<file path="src/design/tavg_map.vh">
// register offsets, codes, field positions and timing constants
`ifndef TAVG_MAP_VH
`define TAVG_MAP_VH
`define TAVG_ADDR_AVG 16'h0fa0
`define TAVG_ADDR_COS 16'h0fa1
`define TAVG_ADDR_OVF 16'h0fa2
`define TAVG_ADDR_STA 16'h0fa3
`define TAVG_ADDR_FRM 16'h0fa4
`define TAVG_ADDR_BAUD 16'h0fa5
`define TAVG_ADDR_APPLY 16'h0fa6
`define TAVG_ADDR_STAT 16'h0fa7
`define TAVG_ADDR_RSA 16'h0fa8
`define TAVG_ADDR_RSB 16'h0fa9
`define TAVG_ADDR_RSC 16'h0faa
`define TAVG_ADDR_FW 16'h0fab
`define TAVG_AVG_MAX 16'h000c
`define TAVG_AVG_RST 4'h1
`define TAVG_COS_MAX 16'h0002
`define TAVG_COS_NORMAL 2'h0
`define TAVG_COS_LOWER 2'h1
`define TAVG_COS_UPPER 2'h2
`define TAVG_OVF_MAX 16'h0001
`define TAVG_STA_MIN 16'h0001
`define TAVG_STA_MAX 16'h00f7
`define TAVG_STA_RST 8'h01
`define TAVG_FRM_MAX 16'h0003
`define TAVG_FRM_RST 2'h3
`define TAVG_BAUD_MAX 16'h0002
`define TAVG_BAUD_RST 2'h1
`define TAVG_APPLY_GO 16'h0001
`define TAVG_ST_UNCAL 15
`define TAVG_ST_PARERR 14
`define TAVG_ST_RANGE 13
`define TAVG_ST_AVGRUN 12
`define TAVG_ST_IN_LSB 3
`define TAVG_OUT_RS485 3'h4
`define TAVG_CLK_HZ 20000000
`define TAVG_HALF_SEC_MS 500
`define TAVG_TICK_MS 10
`define TAVG_FLASH_MS 100
`define TAVG_INIT_MS 500
`define TAVG_WIN_FULL 7'd100
`define TAVG_WIN_HALF_S 7'h01
`define TAVG_WIN_1S 7'h02
`define TAVG_WIN_3S 7'h06
`define TAVG_WIN_5S 7'h0a
`define TAVG_WIN_10S 7'h14
`define TAVG_WIN_15S 7'h1e
`define TAVG_WIN_30S 7'h3c
`define TAVG_IVL_HALF_S 10'h032
`define TAVG_IVL_1M 10'h03c
`define TAVG_IVL_2M 10'h079
`define TAVG_IVL_5M 10'h12c
`define TAVG_IVL_7M 10'h1a4
`define TAVG_IVL_12M 10'h258
`define TAVG_IVL_15M 10'h38e
`endif

</file>
<file path="src/design/tavg_regs.v">
// transducer register bank with averaging engine
`timescale 1ns/100ps
`include "tavg_map.vh"

// How it works
// - status indicator red during initialisation, green afterwards
// - each accepted configuration write gives a short red flash
// - before window fills, mean of collected samples only
// - full window slides, newest sample replaces oldest
// - out-of-range sample flagged and valid count restarts
// - averaging code 0 to 12 selects thirteen averaging times
// - up to 30 s, half-second samples, window 1 to 60
// - 1 min and longer, 100 samples at longer intervals
// - averaging time defaults to one second
// - overflow handling substitutes lower or upper output values
// - output source code selects normal, lower or upper value
// - overflow register 0 disables, 1 enables substitution
// - station address accepts 1 to 247
// - framing code selects four character formats
// - baud code selects 4800, 9600 or 19200
// - framing and baud take effect only on apply write
// - status bit 15 shows uncalibrated input
// - status bits 14, 13, 12: parameter error, overflow, averaging
// - status bits 6..3 input type, 2..0 output type RS-485
module tavg_regs #(
    parameter DW = 16,
    parameter [3:0] INPUT_TYPE = 4'h1,
    parameter [15:0] FW_REV = 16'h0100, // arbitrary value
    parameter TICK_CYC = `TAVG_CLK_HZ / 1000 * `TAVG_TICK_MS,
    parameter FLASH_CYC = `TAVG_CLK_HZ / 1000 * `TAVG_FLASH_MS,
    parameter INIT_CYC = `TAVG_CLK_HZ / 1000 * `TAVG_INIT_MS
) (
    // clock and reset
    input wire MCLK,
    input wire RST,
    // register port from the protocol engine
    input wire REG_WR,
    input wire REG_RD,
    input wire [15:0] REG_ADDR,
    input wire [15:0] REG_WDATA,
    output reg [15:0] REG_RDATA,
    output reg REG_ACK,
    // measurement path
    input wire SMP_VALID,
    input wire signed [DW-1:0] SMP_DATA,
    input wire SMP_OUT_RANGE,
    output reg SMP_REQ,
    // limits and substitution values
    input wire signed [DW-1:0] IN_LOW,
    input wire signed [DW-1:0] IN_HIGH,
    input wire signed [DW-1:0] OUT_LOW,
    input wire signed [DW-1:0] OUT_HIGH,
    output reg signed [DW-1:0] OUT_VALUE,
    // device condition pins
    input wire UNCAL,
    input wire PARAM_ERR,
    // serial link settings in force
    output reg [7:0] LINK_ADDR,
    output reg [1:0] LINK_FRAMING,
    output reg [1:0] LINK_BAUD,
    // status indicator
    output reg LED_RED,
    output reg LED_GREEN
);

    reg uncal_s1;
    reg uncal_reg;
    reg perr_s1;
    reg perr_reg;
    reg [3:0] avg_reg;
    reg [1:0] cos_reg;
    reg ovf_reg;
    reg [1:0] frm_reg;
    reg [1:0] baud_reg;
    reg range_reg;
    reg [31:0] init_cnt_reg;
    reg init_done_reg;
    reg [31:0] flash_cnt_reg;
    reg [31:0] tick_cnt_reg;
    reg [9:0] tick_div_reg;
    reg [9:0] ivl_len;
    reg [6:0] win_len;
    reg [15:0] rd_next;
    reg [15:0] status_word;
    reg led_red_next;
    reg led_green_next;
    reg wr_ok;

    wire win_clear;
    wire signed [DW-1:0] mean;
    wire mean_valid;
    wire win_full;
    wire tick = (tick_cnt_reg == TICK_CYC - 1);

    // window length in samples and sample interval in 10 ms ticks
    always @* begin
        case (avg_reg)
            4'h0: begin
                win_len = `TAVG_WIN_HALF_S;
                ivl_len = `TAVG_IVL_HALF_S;
            end
            4'h1: begin
                win_len = `TAVG_WIN_1S;
                ivl_len = `TAVG_IVL_HALF_S;
            end
            4'h2: begin
                win_len = `TAVG_WIN_3S;
                ivl_len = `TAVG_IVL_HALF_S;
            end
            4'h3: begin
                win_len = `TAVG_WIN_5S;
                ivl_len = `TAVG_IVL_HALF_S;
            end
            4'h4: begin
                win_len = `TAVG_WIN_10S;
                ivl_len = `TAVG_IVL_HALF_S;
            end
            4'h5: begin
                win_len = `TAVG_WIN_15S;
                ivl_len = `TAVG_IVL_HALF_S;
            end
            4'h6: begin
                win_len = `TAVG_WIN_30S;
                ivl_len = `TAVG_IVL_HALF_S;
            end
            4'h7: begin
                win_len = `TAVG_WIN_FULL;
                ivl_len = `TAVG_IVL_1M;
            end
            4'h8: begin
                win_len = `TAVG_WIN_FULL;
                ivl_len = `TAVG_IVL_2M;
            end
            4'h9: begin
                win_len = `TAVG_WIN_FULL;
                ivl_len = `TAVG_IVL_5M;
            end
            4'ha: begin
                win_len = `TAVG_WIN_FULL;
                ivl_len = `TAVG_IVL_7M;
            end
            4'hb: begin
                win_len = `TAVG_WIN_FULL;
                ivl_len = `TAVG_IVL_12M;
            end
            4'hc: begin
                win_len = `TAVG_WIN_FULL;
                ivl_len = `TAVG_IVL_15M;
            end
            default: begin
                win_len = `TAVG_WIN_FULL;
                ivl_len = `TAVG_IVL_15M;
            end
        endcase
    end

    // write range checks
    always @* begin
        case (REG_ADDR)
            `TAVG_ADDR_AVG: wr_ok = (REG_WDATA <= `TAVG_AVG_MAX);
            `TAVG_ADDR_COS: wr_ok = (REG_WDATA <= `TAVG_COS_MAX);
            `TAVG_ADDR_OVF: wr_ok = (REG_WDATA <= `TAVG_OVF_MAX);
            `TAVG_ADDR_STA: wr_ok = (REG_WDATA >= `TAVG_STA_MIN) &&
                                    (REG_WDATA <= `TAVG_STA_MAX);
            `TAVG_ADDR_FRM: wr_ok = (REG_WDATA <= `TAVG_FRM_MAX);
            `TAVG_ADDR_BAUD: wr_ok = (REG_WDATA <= `TAVG_BAUD_MAX);
            `TAVG_ADDR_APPLY: wr_ok = (REG_WDATA <= `TAVG_APPLY_GO);
            default: wr_ok = 1'b0;
        endcase
    end
    wire wr_acc = REG_WR && wr_ok && init_done_reg;

    // status word
    always @* begin
        status_word = 16'h0000;
        status_word[`TAVG_ST_UNCAL] = uncal_reg;
        status_word[`TAVG_ST_PARERR] = perr_reg;
        status_word[`TAVG_ST_RANGE] = range_reg;
        status_word[`TAVG_ST_AVGRUN] = ~win_full;
        status_word[`TAVG_ST_IN_LSB+3:`TAVG_ST_IN_LSB] = INPUT_TYPE;
        status_word[2:0] = `TAVG_OUT_RS485;
    end

    // read mux
    always @* begin
        case (REG_ADDR)
            `TAVG_ADDR_AVG: rd_next = {12'h000, avg_reg};
            `TAVG_ADDR_COS: rd_next = {14'h0000, cos_reg};
            `TAVG_ADDR_OVF: rd_next = {15'h0000, ovf_reg};
            `TAVG_ADDR_STA: rd_next = {8'h00, LINK_ADDR};
            `TAVG_ADDR_FRM: rd_next = {14'h0000, frm_reg};
            `TAVG_ADDR_BAUD: rd_next = {14'h0000, baud_reg};
            `TAVG_ADDR_STAT: rd_next = status_word;
            `TAVG_ADDR_FW: rd_next = FW_REV;
            default: rd_next = 16'h0000;
        endcase
    end

    // register bank
    always @(posedge MCLK) begin
        if (RST) begin
            avg_reg <= `TAVG_AVG_RST;
            cos_reg <= `TAVG_COS_NORMAL;
            ovf_reg <= 1'b0;
            LINK_ADDR <= `TAVG_STA_RST;
            frm_reg <= `TAVG_FRM_RST;
            baud_reg <= `TAVG_BAUD_RST;
            LINK_FRAMING <= `TAVG_FRM_RST;
            LINK_BAUD <= `TAVG_BAUD_RST;
            REG_RDATA <= 16'h0000;
            REG_ACK <= 1'b0;
        end else begin
            REG_ACK <= REG_RD || wr_acc;
            if (REG_RD)
                REG_RDATA <= rd_next;
            if (wr_acc) begin
                case (REG_ADDR)
                    `TAVG_ADDR_AVG: avg_reg <= REG_WDATA[3:0];
                    `TAVG_ADDR_COS: cos_reg <= REG_WDATA[1:0];
                    `TAVG_ADDR_OVF: ovf_reg <= REG_WDATA[0];
                    `TAVG_ADDR_STA: LINK_ADDR <= REG_WDATA[7:0];
                    `TAVG_ADDR_FRM: frm_reg <= REG_WDATA[1:0];
                    `TAVG_ADDR_BAUD: baud_reg <= REG_WDATA[1:0];
                    `TAVG_ADDR_APPLY: begin
                        if (REG_WDATA[0]) begin
                            LINK_FRAMING <= frm_reg;
                            LINK_BAUD <= baud_reg;
                        end
                    end
                    default: ;
                endcase
            end
        end
    end

    // condition pin synchronisers
    always @(posedge MCLK) begin
        if (RST) begin
            uncal_s1 <= 1'b0;
            uncal_reg <= 1'b0;
            perr_s1 <= 1'b0;
            perr_reg <= 1'b0;
        end else begin
            uncal_s1 <= UNCAL;
            uncal_reg <= uncal_s1;
            perr_s1 <= PARAM_ERR;
            perr_reg <= perr_s1;
        end
    end

    // sample pacing in 10 ms ticks
    always @(posedge MCLK) begin
        if (RST) begin
            tick_cnt_reg <= 32'h0;
            tick_div_reg <= 10'h000;
            SMP_REQ <= 1'b0;
        end else begin
            SMP_REQ <= 1'b0;
            tick_cnt_reg <= tick ? 32'h0 : tick_cnt_reg + 32'h1;
            if (tick) begin
                if (tick_div_reg >= ivl_len - 10'h001) begin
                    tick_div_reg <= 10'h000;
                    SMP_REQ <= init_done_reg;
                end else begin
                    tick_div_reg <= tick_div_reg + 10'h001;
                end
            end
        end
    end

    // out of range flag
    always @(posedge MCLK) begin
        if (RST)
            range_reg <= 1'b0;
        else if (SMP_VALID)
            range_reg <= SMP_OUT_RANGE;
    end

    assign win_clear = (SMP_VALID && SMP_OUT_RANGE) ||
                       (wr_acc && REG_ADDR == `TAVG_ADDR_AVG);

    tavg_window #(.DW(DW), .DEPTH(`TAVG_WIN_FULL), .AW(7)) u_window (
        .clk(MCLK),
        .rst(RST),
        .clear(win_clear),
        .win_len(win_len),
        .smp_valid(SMP_VALID && !SMP_OUT_RANGE),
        .smp(SMP_DATA),
        .mean(mean),
        .mean_valid(mean_valid),
        .full(win_full)
    );

    // output value selection
    always @(posedge MCLK) begin
        if (RST)
            OUT_VALUE <= {DW{1'b0}};
        else if (cos_reg == `TAVG_COS_LOWER)
            OUT_VALUE <= OUT_LOW;
        else if (cos_reg == `TAVG_COS_UPPER)
            OUT_VALUE <= OUT_HIGH;
        else if (ovf_reg && mean <= IN_LOW)
            OUT_VALUE <= OUT_LOW;
        else if (ovf_reg && mean >= IN_HIGH)
            OUT_VALUE <= OUT_HIGH;
        else
            OUT_VALUE <= mean;
    end

    // status indicator colours
    always @* begin
        led_red_next = !init_done_reg || wr_acc ||
                       (flash_cnt_reg > 32'h1);
        led_green_next = init_done_reg && !wr_acc &&
                         (flash_cnt_reg <= 32'h1);
    end

    // status indicator
    always @(posedge MCLK) begin
        if (RST) begin
            init_cnt_reg <= 32'h0;
            init_done_reg <= 1'b0;
            flash_cnt_reg <= 32'h0;
            LED_RED <= 1'b1;
            LED_GREEN <= 1'b0;
        end else begin
            if (!init_done_reg) begin
                init_cnt_reg <= init_cnt_reg + 32'h1;
                if (init_cnt_reg == INIT_CYC - 1)
                    init_done_reg <= 1'b1;
            end
            if (wr_acc)
                flash_cnt_reg <= FLASH_CYC;
            else if (flash_cnt_reg != 32'h0)
                flash_cnt_reg <= flash_cnt_reg - 32'h1;
            LED_RED <= led_red_next;
            LED_GREEN <= led_green_next;
        end
    end

endmodule // tavg_regs

</file>
<file path="src/design/tavg_window.v">
// sliding window mean of signed samples
`timescale 1ns/100ps
module tavg_window #(
    parameter DW = 16,
    parameter DEPTH = 100,
    parameter AW = 7
) (
    // clock and reset
    input wire clk,
    input wire rst,
    // control
    input wire clear,
    input wire [AW-1:0] win_len,
    // sample in
    input wire smp_valid,
    input wire signed [DW-1:0] smp,
    // result
    output reg signed [DW-1:0] mean,
    output reg mean_valid,
    output reg full
);
    localparam SW = DW + AW + 1;
    reg signed [DW-1:0] mem [0:DEPTH-1];
    reg [AW-1:0] wr_reg;
    reg [AW-1:0] cnt_reg;
    reg signed [SW-1:0] sum_reg;
    reg [AW-1:0] div_den;
    reg div_busy;
    reg [SW-1:0] quo;
    reg [SW-1:0] rem;
    reg [5:0] step;
    reg neg;
    wire [AW-1:0] cnt_inc = cnt_reg + 1'b1;
    wire at_full = (cnt_reg == win_len);
    wire [AW-1:0] old_idx = (wr_reg >= win_len) ? wr_reg - win_len
                            : wr_reg + DEPTH[AW-1:0] - win_len;
    wire signed [SW-1:0] smp_ext = {{(SW-DW){smp[DW-1]}}, smp};
    wire signed [SW-1:0] old_ext = {{(SW-DW){mem[old_idx][DW-1]}},
                                     mem[old_idx]};
    wire signed [SW-1:0] sum_next = at_full ? sum_reg + smp_ext - old_ext
                                    : sum_reg + smp_ext;
    wire [SW-1:0] rem_sh = {rem[SW-2:0], quo[SW-1]};
    always @(posedge clk) begin
        if (rst || clear) begin
            wr_reg <= {AW{1'b0}};
            cnt_reg <= {AW{1'b0}};
            sum_reg <= {SW{1'b0}};
            full <= 1'b0;
            div_busy <= 1'b0;
            mean_valid <= 1'b0;
        end else begin
            mean_valid <= 1'b0;
            if (smp_valid) begin
                mem[wr_reg] <= smp;
                wr_reg <= (wr_reg == DEPTH - 1) ? {AW{1'b0}} : wr_reg + 1'b1;
                sum_reg <= sum_next;
                if (!at_full)
                    cnt_reg <= cnt_inc;
                full <= at_full || (cnt_inc == win_len);
                div_den <= at_full ? win_len : cnt_inc;
                neg <= sum_next[SW-1];
                quo <= sum_next[SW-1] ? -sum_next : sum_next;
                rem <= {SW{1'b0}};
                step <= SW[5:0];
                div_busy <= 1'b1;
            end else if (div_busy) begin
                if (rem_sh >= {{(SW-AW){1'b0}}, div_den}) begin
                    rem <= rem_sh - {{(SW-AW){1'b0}}, div_den};
                    quo <= {quo[SW-2:0], 1'b1};
                end else begin
                    rem <= rem_sh;
                    quo <= {quo[SW-2:0], 1'b0};
                end
                step <= step - 1'b1;
                if (step == 6'h01) begin
                    div_busy <= 1'b0;
                end
            end else if (step == 6'h00 && !mean_valid && quo != 0) begin
                step <= 6'h3f;
            end
            if (div_busy && step == 6'h01) begin
                mean_valid <= 1'b1;
            end
        end
    end
    always @(posedge clk) begin
        if (rst)
            mean <= {DW{1'b0}};
        else if (mean_valid)
            mean <= neg ? -quo[DW-1:0] : quo[DW-1:0];
    end
endmodule // tavg_window

</file>
<file path="config.mk">
export PLATFORM = sky130hd
export DESIGN_NAME = tavg_regs
export DESIGN_NICKNAME = d
export VERILOG_FILES = /design/src/design/tavg_regs.v /design/src/design/tavg_window.v
export VERILOG_INCLUDE_DIRS = /design/src /design/src/design
export SDC_FILE = /design/constraint.sdc
export NUM_CORES = 2
export LEC_CHECK = 0
export BUFFER_PORTS_ARGS = -buffer_cell sky130_fd_sc_hd__buf_4
export CAP_MARGIN = 25
export CORE_MARGIN = 2
export CORE_UTILIZATION = 40
export DETAILED_ROUTE_END_ITERATION = 8
export GPL_TIMING_DRIVEN = 0
export PLACE_DENSITY_LB_ADDON = 0.05
export SLEW_MARGIN = 20
export SYNTH_ARGS = -nofsm -noshare
export SYNTH_HDL_FRONTEND = slang
export SYNTH_SLANG_ARGS = --single-unit
</file>
<file path="constraint.sdc">
create_clock -name MCLK -period 20.4 [get_ports MCLK]
set_input_delay 2.04 -clock MCLK [delete_from_list [all_inputs] [get_ports MCLK]]
set_output_delay 2.04 -clock MCLK [all_outputs]
set_load 0.05 [all_outputs]
</file>
### After elaboration in Yosys (flattened, before gate mapping)

Memory sizes are Yosys's and may differ from the RTL's. A register that Yosys moved wholly into a read port is not among the register bits.
Index checks and enable logic that the tools add are counted.

* add/sub/neg operators: 16
* magnitude comparators: 13
* equal/unequal tests: 17
* muxes and demuxes: 33
* bitwise gates (word level): 5
* reductions and logical operators: 45

Operators by type and width (count)
* == test 16 x 12 -> 1 bit (second input constant): 9
* one-hot mux 16 bit (8 select lines): 1
* 2-to-1 mux 24 bit: 4
* 2-to-1 mux 16 bit: 5
* adder 32 x 1 -> 32 bit (second input constant): 2
* 2-to-1 mux 23 bit: 2
* 2-to-1 mux 21 bit: 2
* == test 32 x 18 -> 1 bit (second input constant): 1
* == test 32 x 24 -> 1 bit (second input constant): 1
* > comparator 32 x 1 -> 1 bit (second input constant): 1
* <= comparator 16 x 2 -> 1 bit (second input constant): 2
* <= comparator 32 x 1 -> 1 bit (second input constant): 1
* nonzero test 32 bit: 1
* subtractor 32 x 1 -> 32 bit (second input constant): 1
* adder 24 x 16 -> 24 bit: 1
* greater-or-equal comparator 24 x 7 -> 1 bit: 1
* negator 24 bit: 1
* nonzero test 24 bit: 1
* subtractor 24 x 16 -> 24 bit: 1
* subtractor 23 x 7 -> 23 bit: 1
* 2-to-1 mux 7 bit: 3
* AND reduction 2 bit: 10
* greater-or-equal comparator 16 x 1 -> 1 bit (second input constant): 1
* greater-or-equal comparator 16 bit: 1
* other kinds (33): 75

* flip-flop bits (word level): 289
* RAM bits: 1600
* memory bits (read-only): 272
* output and inout bits: 48
* memories kept: 2

Memories
* u_window.mem: words 100, width 16, rd ports 1, clocked after memory_dff 0, wr ports 1, RTL line tavg_window.v:23 `reg signed [DW-1:0] mem [0:DEPTH-1];`
* (name not given): words 16, width 17, rd ports 1, clocked after memory_dff 1, wr ports 0, RTL line tavg_regs.v:97 `case (avg_reg)`

### Longest topological paths before layout

* depth in word-level cells: 10
* mapped depth: 31

### By module

Synthesis repeated with hierarchy kept, for this count alone.

* cells, all modules: 4823
* area, all modules: 80046.8 um^2

Modules (own cells, without submodules)
* tavg_window: instances 1, cells an instance 3721, area each 70812.9 um^2
* tavg_regs: instances 1, cells an instance 1102, area each 9233.9 um^2

### Worst setup path before layout

Ideal clock, no wire load.

* path type: register -> register
* from: register u_window.wr_reg[2]
* to: register u_window.quo[21] (data pin)
* setup time: 0.259 ns
* arrival: 7.099 ns
* data required time: 20.141 ns
* path slack: 13.043 ns
* stages on the path, launching flop included: 29
* period minus slack after synthesis: 7.357 ns
* path through: dfxtp_1 clkbuf_1 inv_1 ha_1 buf_2 inv_1 fa_1 inv_1 a21oi_2 buf_1 mux4_2 mux4_2 nand2_1 nand2_1 o211ai_1 o21ai_0 ha_1 fa_1 nor2b_1 o2111ai_1 a21oi_1 nor2_1 xnor2_1 mux2_2 a2111oi_0 o2111ai_1 nor4_2 a2111oi_0 a211o_1

* longest elaborated chain between the ends: 9
* elaborated cells on any way between the ends: 11
* those cells by class: 5 x add/sub; 1 x order compare; 4 x mux; 1 x memory

Ends and longest elaborated chain
* start, declared: RTL line tavg_window.v:24 `reg [AW-1:0] wr_reg;`
* start signal, assigned: RTL line tavg_window.v:45 `wr_reg <= {AW{1'b0}};`
* start signal, assigned: RTL line tavg_window.v:55 `wr_reg <= (wr_reg == DEPTH - 1) ? {AW{1'b0}} : wr_reg + 1'b1;`
* adder 7 bit: RTL line tavg_window.v:36 `: wr_reg + DEPTH[AW-1:0] - win_len;`
* subtractor 7 bit: RTL line tavg_window.v:36
* 2-to-1 mux 7 bit *: RTL line tavg_window.v:35 `wire [AW-1:0] old_idx = (wr_reg >= win_len) ? wr_reg - win_len`
* memory (100 x 16 bit) *
* subtractor 24 x 16 -> 24 bit *: RTL line tavg_window.v:40 `wire signed [SW-1:0] sum_next = at_full ? sum_reg + smp_ext - old_ext`
* 2-to-1 mux 24 bit *: RTL line tavg_window.v:40
* negator 24 bit: RTL line tavg_window.v:62 `quo <= sum_next[SW-1] ? -sum_next : sum_next;`
* 2-to-1 mux 24 bit *: RTL line tavg_window.v:62
* 2-to-1 mux 24 bit *: RTL line tavg_window.v:53 `if (smp_valid) begin`
* end signal, assigned: RTL line tavg_window.v:62
* end signal, assigned: RTL line tavg_window.v:69 `quo <= {quo[SW-2:0], 1'b1};`
* end signal, assigned: RTL line tavg_window.v:72 `quo <= {quo[SW-2:0], 1'b0};`
* end, declared: RTL line tavg_window.v:29 `reg [SW-1:0] quo;`

Mark *: on every way between the ends. The rest lies on a longest branch, timed or not.
A chain may end at the register's enable or synchronous reset.

### Final worst setup path

* from: register u_window.wr_reg[0]
* to: register u_window.quo[21] (data pin)

The elaborated chain is that of the path after synthesis.

==> impl_results.md <==
* Critical R2R Launch: u_window.wr_reg[0]
* Worst Hold Depth at 1
* Clk sinks at ~1900
* H-tree depth at 4
* Minimum clock period after layout at ~11 ns
* Leakage at 0.03078 uW
* Delay-heaviest family, CP: buffers and inverters
* Largest register FFs at 1600
* Die area at approximately 200000 um^2
* Routing usage on met2 at 0.3664
* Req. time, crit path at 20.98 ns
* Core footprint at 199500 um^2
* Fin Hold WS at 0.4368 ns
* Clock Skew at approximately 0.053 ns
* Placed cell area at between 80000 and 90000 um^2
* Largest net degree at the start of global routing at 110
* Setup TNS at 0 ns
* Max Root-Sink Buffers at 3
* Post-DP HPWL at around 150000 um
* Worst Tran Pin Value at 1.106 ns
* CP Launch Type: register
* First-pass DRT Iterations at 5
* CP Capture Type: register
* Clk pin slew, worst setup/hold paths at ~0.060 ns
* Power Dens Cells at roughly 93 nW/um^2
* FILL cells at ~17000
* DRC violations left at 0
* Multi-input gate area at approximately 25000 um^2
* Placement Setup Slack at between 9 and 10 ns
* Crit path max-delay cell type: clkbuf_1
* I/O pin total at 168
* Routability cong. at between 0.9 and 1
* GR peak layer: met2
* Post-synthesis sequential area ratio at 0.6831
* Hold_sp: perr_s1
* Worst setup margin at 9.154 ns
* Final wirelength at roughly 230000 um
* Buf/Inv on CP at 8
* Vias in the first global route at approximately 45000
* Final core occ at 0.4655
* Vias per inst at approximately 5.6
* Pins Over Slew Limit at 0
* Critical path type: register to register
* Die span in x at between 400 and 500 um
* Max transition margin at 0.2626
* Largest area contributor in the netlist: edfxtp_1
* WL/cell at approximately 29 um
* M3 GR Usage at 0.03862
* IO Port Bufs at 161
* Reg2reg path depth at 28
* P&R area growth vs syn at 15.90%
* Top cells by area, synth: edfxtp_1, mux4_2, dfxtp_1
* Worst path depth at 28
* CTS tree: done
* Met1 Usage GRT at 0.3123
* Top FF cell, synth: edfxtp_1
* Inserted Clock Buffers at 209
* Arrival time at the worst endpoint at 11.82 ns
* Post-Layout Inst Area at between 90000 and 100000 um^2
* Worst Path Max Fanout at 10
* Via Count at about 45000
* Reg2reg end: u_window.quo[21]
* Total Routing Usage GR at 0.2244
* RSZ-0062 raised after global routing: false
* Endpoints failing setup at 0
* Final Hold Vio Count at 0
* Synthesized area at about 80000 um^2
* Skew-Pair Late Insertion Delay at about 0.87 ns
* Initial Util at 0.4016
* Commonest cells after routing, fill and taps aside: edfxtp_1, mux4_2, nor2_1
* Cells after synthesis at about 4800
* Run status: complete, no violations
* F_max at 0.08892 GHz
* Worst Hold End: perr_reg
* Most Frequent Cell on Critical Path: clkbuf_1
* Core Rows at approximately 160
* Final Net Count at approximately 5500
* Reg with most FFs: u_window.mem
* Number of synthesized flops with an enable pin at 1661
* 1st-iter DRT viols at approximately 4300
* Final worst-path cycle share at 0.5513
* Synth cell types at 89
* Yosys top cell area share at 0.6227
* FF-to-FF setup slack at between 9 and 10 ns
* Mapped Avg Cell Area at around 17 um^2
* Register Area at 54720 um^2
* Initial antenna violation count at 6
* Root Buffer: clkbuf_16
* Post-synth ARST share at 0
* Antenna viol nets, final at 0
* Max Cap Viol at 0
* VDD IR max at 0.07728 mV
* Hold Path Class: register to register
* Post-CTS Setup Bufs at 0
* Post-cts sizing count at 0
* First-pass GRT wire length at 330900 um
* Max incr delay on CP at 0.87 ns
* Fraction of layout cells with a size suffix above 1 at 0.2287
* Synthesized flop and latch total at 1903
* # hold bufs at CTS at 0
* Die Ht at ~450 um
* Yosys Warn Count at 0
* Total grt overflow at 0
* Most common cell after layout, fill and taps aside: edfxtp_1
==> worst reg2reg max path: cells and delay by family (launching register included) <==
kind,cells,cell delay (ns)
AOI/OAI and AO/OA,8,2.78
DFF,1,0.33
muxes,3,1.17
adders and majority gates,3,1.24
and+or+nand+nor,5,1.19
xor gates and xnor gates,1,0.15
buffers and inverters,8,4.14
==> through the flow <==
step | std cells | power (uW)
4_1_cts | 8025 | 8737
3_3_place_gp | 7589 | 5106
3_5_place_dp | 7653 | 5118
5_1_grt | 8032 | 8965
2_1_floorplan | 4772 | 4843
6_report | 8033 | 8649
==> cell type report <==
type	instances	share of cell area
Antenna cell	2	0.00005391
Buffer	234	0.01074
Clock buffer	265	0.05970
Clock inverter	107	0.01054
Inverter	103	0.004164
Multi-Input combinational cell	2532	0.2653
Sequential cell	1903	0.5894
Tap cell	2656	0.03579
Timing Repair Buffer	231	0.02426
==> cell families (layout without fill, tap and decap cells) <==
group,Yosys count,after routing,synth area share
flops,1903,1903,0.6831
simple gates,1086,1086,0.06371
buf+inv,337,940,0.01701
fa+ha+maj,137,137,0.02215
mux,552,552,0.1459
other cells,1,5,0.00004681
xor+xnor,201,201,0.02207
compound gates,553,553,0.04597
==> power by group <==
part	internal [uW]	total [uW]	switching (uW)
Clock	2040	3620	1570
Combinational	281	725	444
Sequential	4270	4310	35.5
==> synthesized netlist by cell type (25+ instances only) <==
| master | instances |
|---|---|
| nand2b_1 | 26 |
| edfxtp_1 | 1661 |
| clkbuf_1 | 145 |
| o21ai_0 | 71 |
| o211ai_1 | 25 |
| xor2_1 | 98 |
| a211oi_1 | 55 |
| a31oi_1 | 26 |
| nor2b_1 | 32 |
| dfxtp_1 | 242 |
| and2_1 | 28 |
| xnor2_1 | 102 |
| inv_1 | 101 |
| mux4_2 | 492 |
| a21oi_1 | 148 |
| buf_2 | 63 |
| nand3_1 | 89 |
| nand4_1 | 39 |
| a21o_1 | 46 |
| nor4_1 | 34 |
| nor3_1 | 66 |
| nor2_1 | 434 |
| nand2_1 | 215 |
| mux2i_1 | 54 |
| ha_1 | 129 |
| or3_1 | 30 |
==> how the worst max path moves through the flow <==
| stage | from | to |
|---|---|---|
| global route | u_window.wr_reg[0] | u_window.quo[21] |
| detailed placement | u_window.wr_reg[0] | u_window.quo[21] |
| finish | u_window.wr_reg[0] | u_window.quo[21] |
| floorplan | u_window.wr_reg[2] | u_window.quo[21] |
| CTS | u_window.wr_reg[0] | u_window.quo[21] |
| global placement | u_window.wr_reg[0] | u_window.quo[21] |
==> layer usage <==
| layer | vias up | share of wire |
|---|---|---|
| li1 | 19870 | - |
| met1 | 23520 | 0.44 |
| met2 | 1248 | 0.48 |
| met3 | 318 | 0.052 |
| met4 | 4 | 0.025 |
| met5 | - | 0.00010 |
Power figures use the tool's default switching activity.
